## config.mk

```make
export PLATFORM = sky130hd
export DESIGN_NAME = nscst_top
export DESIGN_NICKNAME = d
export VERILOG_FILES = /design/src/rtl/nscst_sw_check.v /design/src/rtl/nscst_top.v
export VERILOG_INCLUDE_DIRS = /design/src /design/src/common
export SDC_FILE = /design/constraint.sdc
export NUM_CORES = 1
export LEC_CHECK = 0
export ABC_AREA = 1
export BUFFER_PORTS_ARGS = -buffer_cell sky130_fd_sc_hd__buf_2
export CAP_MARGIN = 25
export CORE_AREA = 8 8 107 183
export DETAILED_ROUTE_END_ITERATION = 8
export DIE_AREA = 0 0 115 191
export GPL_ROUTABILITY_DRIVEN = 0
export PLACE_DENSITY_LB_ADDON = 0.12
export REMOVE_ABC_BUFFERS = 1
export SLEW_MARGIN = 20
export SYNTH_ARGS = -nofsm -noshare
export SYNTH_HDL_FRONTEND = slang
export SYNTH_SLANG_ARGS = --single-unit
```

## constraint.sdc

```tcl
create_clock -name clock -period 2.2 [get_ports clock]
set_input_delay 0.22 -clock clock [delete_from_list [all_inputs] [get_ports clock]]
set_output_delay 0.22 -clock clock [all_outputs]
set_load 0.01 [all_outputs]
```

## src/common/nscst_map.vh

```
// nscst_map.vh: constants for the node switch configuration and self-test block
// assumes plain inclusion by bare name; definitions only
`ifndef NSCST_MAP_VH
`define NSCST_MAP_VH

// switch blank encoding (switch presented with a separate blank flag)
`define NSCST_OCT1_DEF      8'hc0
`define NSCST_OCT1_MIN      8'hc0
`define NSCST_OCT1_MAX      8'hdf
`define NSCST_OCT2_DEF      8'ha8
`define NSCST_OCT3_DEF      8'hfa
`define NSCST_OCT4_DEF      8'h01
`define NSCST_OCT4_MIN      8'h01
`define NSCST_OCT4_MAX      8'hfe
`define NSCST_OCT_LOW       8'h00
`define NSCST_OCT_HIGH      8'hff

// octet width and count of address octets
`define NSCST_OCT_W         8
`define NSCST_OCT_N         4

// operating modes on switch five
`define NSCST_MODE_ONLINE   3'h0
`define NSCST_MODE_OFFLINE  3'h1
`define NSCST_MODE_LOOP     3'h2
`define NSCST_MODE_HWTEST   3'h3
`define NSCST_MODE_AUTONEG  3'h4

// test duration in milliseconds and clock rate in kHz
`define NSCST_TEST_MS       5000
`define NSCST_CLK_KHZ       40000

// io points occupied in host space
`define NSCST_IO_POINTS     6'h20

`endif

```

## src/rtl/nscst_sw_check.v

```verilog
// nscst_sw_check.v: blank-default and range check of one address octet
// assumes switch value and blank flag are stable while sampled
`timescale 1ns/1ps
`default_nettype none

module nscst_sw_check #(
  parameter [7:0] DEF_VAL = 8'h00,
  parameter [7:0] MIN_VAL = 8'h00,
  parameter [7:0] MAX_VAL = 8'hff
) (
  // switch in
  input  wire [7:0] sw_val,
  input  wire       sw_blank,
  // result
  output wire [7:0] oct_val,
  output wire       oct_ok
);

  // blank takes the default, which is always in range
  assign oct_val = sw_blank ? DEF_VAL : sw_val;
  assign oct_ok  = (oct_val >= MIN_VAL) && (oct_val <= MAX_VAL);

endmodule

`default_nettype wire

```

## src/rtl/nscst_top.v

```verilog
// nscst_top.v: start-up switch loading, mode selection and self-test control
// assumes clock and reset come from the host rack; the cpu reset is arst_n
// assumes test engines (ram/rom, loopback) are outside and report pass/fail
// assumes loop_done may be a level or a single-cycle pulse
//
// Notes on behaviour
// octet one from switch one, blank gives 192
// octet one accepted only 192 to 223, else switch error
// octet two from switch two, 0 to 255, blank gives 168
// octet three from switch three, 0 to 255, blank gives 250
// node number from switch four, 1 to 254, blank gives 1
// switch five selects online, offline, loopback, hardware test, autonegotiation; here autonegotiation is a switch error when FAST_PORT is 0
// offline mode keeps node detached from the network
// only autonegotiation mode may run 100 Mbit/s, if port supports it
// hardware test runs with run and link on, error off
// after about 5 s show pass or fault on indicators
// operator repeats a failed hardware test before condemning it
// loopback test never blocks the line; may run past 5 s
// valid switches give module ready after reset
// invalid switches keep module ready low
// block occupies 32 io points in host space
// host clears outputs and stops on hardware error by default
// configuration tool takes hexadecimal entry by default
// switches sampled only at reset, held until next reset
`timescale 1ns/1ps
`default_nettype none
`include "nscst_map.vh"

module nscst_top #(
  parameter        FAST_PORT = 1,
  parameter [31:0] TEST_CYC  = `NSCST_TEST_MS * `NSCST_CLK_KHZ
) (
  // clock and reset
  input  wire        clock,
  input  wire        arst_n,
  // configuration switches with blank flags
  input  wire [7:0]  sw1_val,
  input  wire        sw1_blank,
  input  wire [7:0]  sw2_val,
  input  wire        sw2_blank,
  input  wire [7:0]  sw3_val,
  input  wire        sw3_blank,
  input  wire [7:0]  sw4_val,
  input  wire        sw4_blank,
  input  wire [7:0]  sw5_val,
  input  wire        sw5_blank,
  // self-test results from test engines
  input  wire        hw_test_fail,
  input  wire        loop_done,
  input  wire        loop_fail,
  // configuration out
  output reg  [31:0] ip_addr_r,
  output reg  [2:0]  op_mode_r,
  output reg         net_join_r,
  output reg         speed_100_en_r,
  output reg         hw_test_run_r,
  output reg         loop_test_run_r,
  output reg  [5:0]  io_points_r,
  // indicators and host status
  output reg         run_indicator_r,
  output reg         link_indicator_r,
  output reg         error_indicator_r,
  output reg         module_ready_input_r
);

  // sequence states
  localparam [2:0] ST_LOAD = 3'h0;
  localparam [2:0] ST_RUN  = 3'h1;
  localparam [2:0] ST_HWT  = 3'h2;
  localparam [2:0] ST_LPT  = 3'h3;
  localparam [2:0] ST_DONE = 3'h4;
  localparam [2:0] ST_BAD  = 3'h5;

  // octet limits packed octet one first; octets two and three take any value
  localparam [31:0] OCT_DEF = {`NSCST_OCT1_DEF, `NSCST_OCT2_DEF, `NSCST_OCT3_DEF, `NSCST_OCT4_DEF};
  localparam [31:0] OCT_MIN = {`NSCST_OCT1_MIN, `NSCST_OCT_LOW, `NSCST_OCT_LOW, `NSCST_OCT4_MIN};
  localparam [31:0] OCT_MAX = {`NSCST_OCT1_MAX, `NSCST_OCT_HIGH, `NSCST_OCT_HIGH, `NSCST_OCT4_MAX};
  localparam        OCT_W   = `NSCST_OCT_W;
  localparam        OCT_N   = `NSCST_OCT_N;

  reg  [2:0]  state_r;
  reg  [2:0]  state_nxt;
  reg  [31:0] tmr_r;
  reg         fail_r;
  reg         loop_seen_r;

  wire [31:0] sw_oct_val;
  wire [3:0]  sw_oct_blank;
  wire [31:0] oct_all;
  wire [3:0]  ok_all;
  wire [7:0]  mode_raw;
  wire [2:0]  mode_now;
  wire        mode_ok;

  // modes that put the node on the network; shared by join and link decoding
  function mode_joins(input [2:0] mode);
    mode_joins = (mode == `NSCST_MODE_ONLINE) || (mode == `NSCST_MODE_AUTONEG);
  endfunction

  // switch one lands in the top octet, so index three is octet one
  assign sw_oct_val   = {sw1_val, sw2_val, sw3_val, sw4_val};
  assign sw_oct_blank = {sw1_blank, sw2_blank, sw3_blank, sw4_blank};

  // octet defaults and ranges
  genvar g;
  generate
    for (g = 0; g < OCT_N; g = g + 1) begin : g_oct
      nscst_sw_check #(
        .DEF_VAL (OCT_DEF[OCT_W*g +: OCT_W]),
        .MIN_VAL (OCT_MIN[OCT_W*g +: OCT_W]),
        .MAX_VAL (OCT_MAX[OCT_W*g +: OCT_W])
      ) u_oct (
        .sw_val   (sw_oct_val[OCT_W*g +: OCT_W]),
        .sw_blank (sw_oct_blank[g]),
        .oct_val  (oct_all[OCT_W*g +: OCT_W]),
        .oct_ok   (ok_all[g])
      );
    end
  endgenerate

  // mode decode, blank means online; autoneg needs the fast port
  assign mode_raw = sw5_blank ? {5'h00, `NSCST_MODE_ONLINE} : sw5_val;
  assign mode_ok  = (mode_raw <= {5'h00, `NSCST_MODE_HWTEST}) ||
                    ((mode_raw == {5'h00, `NSCST_MODE_AUTONEG}) && (FAST_PORT != 0));
  // after the load cycle the latched mode rules, so later switch moves are ignored
  assign mode_now = (state_r == ST_LOAD) ? mode_raw[2:0] : op_mode_r;

  // next state
  always @* begin
    state_nxt = state_r;
    case (state_r)
      ST_LOAD: begin
        // any bad switch parks the block
        if (!((&ok_all) && mode_ok))
          state_nxt = ST_BAD;
        else if (mode_raw[2:0] == `NSCST_MODE_HWTEST)
          state_nxt = ST_HWT;
        else if (mode_raw[2:0] == `NSCST_MODE_LOOP)
          state_nxt = ST_LPT;
        else
          state_nxt = ST_RUN;
      end
      // result after the test time
      ST_HWT: if (tmr_r == TEST_CYC - 32'h1) state_nxt = ST_DONE;
      // loopback waits for the engine; collisions may stretch it
      // a done pulse that arrives before the minimum time is remembered
      ST_LPT: if ((loop_done || loop_seen_r) && tmr_r >= TEST_CYC - 32'h1) state_nxt = ST_DONE;
      ST_RUN, ST_DONE, ST_BAD: state_nxt = state_r;
      default: state_nxt = ST_BAD;
    endcase
  end

  // state, timer and latched fail
  always @(posedge clock or negedge arst_n) begin
    if (!arst_n) begin
      state_r <= ST_LOAD;
      tmr_r   <= 32'h0;
      fail_r  <= 1'b0;
      loop_seen_r <= 1'b0;
    end else begin
      state_r <= state_nxt;
      // timer saturates, so a very long loopback cannot wrap into a short count
      if ((state_r == ST_HWT || state_r == ST_LPT) && tmr_r != 32'hffffffff)
        tmr_r <= tmr_r + 32'h1;
      // done may be a single pulse, so keep it until the minimum time is up
      if (state_r == ST_LPT && loop_done)
        loop_seen_r <= 1'b1;
      // fault latches so a late pass cannot hide it
      if ((state_r == ST_HWT && hw_test_fail) || (state_r == ST_LPT && loop_done && loop_fail))
        fail_r <= 1'b1;
    end
  end

  // configuration captured once, in the load cycle after reset release
  always @(posedge clock or negedge arst_n) begin
    if (!arst_n) begin
      ip_addr_r   <= 32'h0;
      op_mode_r   <= `NSCST_MODE_OFFLINE;
      io_points_r <= 6'h00;
    end else if (state_r == ST_LOAD) begin
      ip_addr_r   <= oct_all;
      op_mode_r   <= mode_raw[2:0];
      // fixed io occupation
      io_points_r <= `NSCST_IO_POINTS;
    end
  end

  // outputs per state; all registered
  always @(posedge clock or negedge arst_n) begin
    if (!arst_n) begin
      net_join_r           <= 1'b0;
      speed_100_en_r       <= 1'b0;
      hw_test_run_r        <= 1'b0;
      loop_test_run_r      <= 1'b0;
      run_indicator_r      <= 1'b0;
      link_indicator_r     <= 1'b0;
      error_indicator_r    <= 1'b0;
      module_ready_input_r <= 1'b0;
    end else begin
      // decoded from mode_now, not the live switch, so moved switches cannot flip outputs
      // offline and test modes stay off the network
      net_join_r      <= (state_nxt == ST_RUN) && mode_joins(mode_now);
      // fast rate only in autoneg mode on the fast port
      speed_100_en_r  <= (state_nxt == ST_RUN) && (mode_now == `NSCST_MODE_AUTONEG) && (FAST_PORT != 0);
      // test strobes for the outside engines follow the state
      hw_test_run_r   <= (state_nxt == ST_HWT);
      loop_test_run_r <= (state_nxt == ST_LPT);
      // test running: run and link on, error off
      // run stays lit after a test so the result can be read
      run_indicator_r  <= (state_nxt != ST_BAD) && (state_nxt != ST_LOAD);
      link_indicator_r <= (state_nxt == ST_HWT) || (state_nxt == ST_LPT) ||
                          ((state_nxt == ST_RUN) && mode_joins(mode_now));
      // pass or fault shown on error indicator
      error_indicator_r <= (state_nxt == ST_BAD) || ((state_nxt == ST_DONE) && (fail_r ||
                           (state_r == ST_HWT && hw_test_fail) ||
                           (state_r == ST_LPT && loop_done && loop_fail)));
      // ready only with valid switches
      module_ready_input_r <= (state_nxt != ST_BAD) && (state_nxt != ST_LOAD);
    end
  end

endmodule

`default_nettype wire

```

==> impl_metrics.json <==
{
  "status": "completed",
  "numCtsBuffers": 9,
  "cts_sinks": 80,
  "timing.final.crit_share_pct": 91.7,
  "crit_slowest_cell": "dfrtp_1",
  "drc": 0,
  "synth.cell_area_um2": 4190,
  "grt_use_total_pct": 11.8,
  "dieArea_um2": 22000,
  "num_antenna_cells": 0,
  "drv_cap": 0,
  "fin_util_pct": 30.8,
  "yosys_register_bits": 80,
  "area_delta_synth_final_pct": 25.8,
  "vias": 3776,
  "setup_slack_ns": 0.182,
  "die_h_um": 191,
  "path_class": "reg2reg",
  "synth_seq_area_share_pct": 47.8,
  "synth_cell_types": 36,
  "path_clk_slew_ns": 0.06,
  "worst-path-max-fanout": 27,
  "grt_pass1_wl_um": 20300,
  "hold_viol": 0,
  "crit_chain": "ha_1 -> nand3_1 -> inv_1 -> nand2_2 -> nor2_1 -> nand2_1 -> nand2_4 -> inv_4 -> nand2_1 -> nor2_1 -> xor2_1",
  "final_cell_mix": "nand2_1 (170), buf_2 (92), nor2_1 (82)",
  "skew_ns": 0.0101,
  "cp_top_family": "simple AND/OR/NAND/NOR gates",
  "dp_hpwl_um": 9880,
  "overflow": 0,
  "critPathBufInv": 2,
  "final_common_cell": "nand2_1",
  "r2r_slack_ns": 0.18,
  "dp_cells": 870,
  "initial_utilization_pct": 24.5,
  "yosys.area.top_type": "dfrtp_1",
  "power.total_mw": 4.35,
  "io_buffers": 93,
  "hold_class": "in2reg",
  "crit_required_ns": 2.45,
  "vdd_drop_max_uv": 395,
  "htree_levels": 3,
  "min_period_ns": 2.02,
  "synthCells": 551,
  "grt_max_degree": 55,
  "rows": 64,
  "clock_latency_ns": 0.34,
  "cellPowerDensity_nw_per_um2": 825,
  "synthTopCellsByArea": "dfrtp_1 (47%), nand2_1 (15%), nor2_1 (7.3%)",
  "clockBufferDepth": 2,
  "cpPeakStageDelay_ns": 0.41,
  "final_antenna_net_count": 0,
  "cts_root_buffer": "clkbuf_16",
  "cp-end-kind": "flip-flop",
  "worstPathArrival_ns": 2.27,
  "synth_ff_type": "dfrtp_1",
  "dieWidth_um": 115,
  "dr.pass1.iters": 4,
  "num_io_pins": 99,
  "grt_pass1_vias": 4027,
  "syn_area_per_cell_um2": 7.61,
  "nets": 702,
  "routedWlPerCell_um": 14.0,
  "dp_slack_ns": 0.192,
  "rsz0062_at_grt": "no",
  "p_leak_nw": 2.60,
  "drive_above_1_share_pct": 20.3,
  "final_cells": 887,
  "drv_slew": 0,
  "start_kind": "flip-flop",
  "antenna_found_initial": 0,
  "vias_per_cell": 4.26,
  "async_flop_share_pct": 100,
  "totalWireLength_um": 12400,
  "synth_warnings": 0,
  "fmax_ghz": 0.496,
  "core_area_um2": 17100,
  "final-setup-viol-count": 0,
  "netlist.area_leader.share_pct": 47.2,
  "synth-edff-count": 0,
  "first_iter_violations": 133,
  "cts_tree": "built"
}
## cell type report
cell class / count / area, um^2
clock inverters: 6 / 93.8
fillers: 1919 / 11900
multi-input cells: 404 / 1900
clock buffers: 10 / 229
inverters: 53 / 201
repair buffers: 103 / 558
flip-flops and latches: 80 / 2000
well taps: 231 / 289
## metal layers
layer / share of wire [%] / GRT usage [%] / wire, um / vias up
met1: 38 / 12.0 / 4760 / 1751
met5: 0 / 0 / 0 / -
met2: 54 / 21.8 / 6650 / 94
met3: 5.2 / 3.32 / 644 / 13
li1: - / - / - / 1918
met4: 2.6 / 5.24 / 327 / 0
## synthesized netlist by cell type, drive strengths merged, types with 3 or more instances
| library cell | count |
|---|---|
| nand3b | 4 |
| nor2 | 85 |
| nand3 | 27 |
| a21oi | 3 |
| clkbuf | 4 |
| buf | 14 |
| nor3 | 18 |
| nand2 | 175 |
| xnor2 | 7 |
| inv | 53 |
| o21ai | 38 |
| dfrtp | 79 |
| nand4 | 8 |
| xor2 | 23 |
## registers in the layout, summed over array words and instances (netlist names)
name,cells
ip_addr_r,32
tmr_r,32
op_mode_r,3
state_r,3
error_indicator_r,1
fail_r,1
hw_test_run_r,1
io_points_r,1
link_indicator_r,1
loop_seen_r,1
loop_test_run_r,1
module_ready_input_r,1
net_join_r,1
speed_100_en_r,1
## report_power, final
| part | switching (mW) | total, mW | internal (mW) |
|---|---|---|---|
| sequential | 0.145 | 1.89 | 1.74 |
| clock | 0.638 | 1.64 | 1.00 |
| combinational | 0.472 | 0.821 | 0.348 |
| total | 1.26 | 4.35 | 3.10 |
## metrics by stage
stage / cell area, um^2 / TNS (ns) / hold WS, ns
5_1_grt: 5270 / 0 / 0.128
3_3_place_gp: 4940 / 0 / 0.227
4_1_cts: 5270 / 0 / 0.0976
2_1_floorplan: 4100 / -0.160 / -0.0756
3_5_place_dp: 4940 / 0 / 0.224
6_report: 5270 / 0 / 0.110
## repair_timing
action                                  4_1_cts  5_1_grt
resized for setup                             0        0
endpoints found under the setup margin        0        0
hold buffers                                  1        0
setup buffers                                 0        0
hold endpoints to repair                     32        0
## logic make-up after synthesis
family,synth area share (%)
flops,47.8
simple gates,32.1
buf+inv,7.34
other cells,0.0894
fa+ha+maj,0.298
xor+xnor,6.45
compound gates,6.00
## worst paths after layout
| check | startpoint | end | cells past startpoint |
|---|---|---|---|
| min | loop_done | loop_seen_r | 3 |
| max in group asynchronous | arst_n | tmr_r[14] | 3 |
| min in group asynchronous | arst_n | state_r[1] | 2 |
| max reg2reg | tmr_r[0] | tmr_r[6] | 11 |
| max | tmr_r[0] | tmr_r[6] | 11 |
| min reg2reg | fail_r | fail_r | 2 |
## tightest hold or removal path: cells and delay by family
kind | cells | cell delay, ns
AND/OR/NAND/NOR | 2 | 0.10
buffers and inverters | 1 | 0.09
Power figures use the tool's default switching activity.
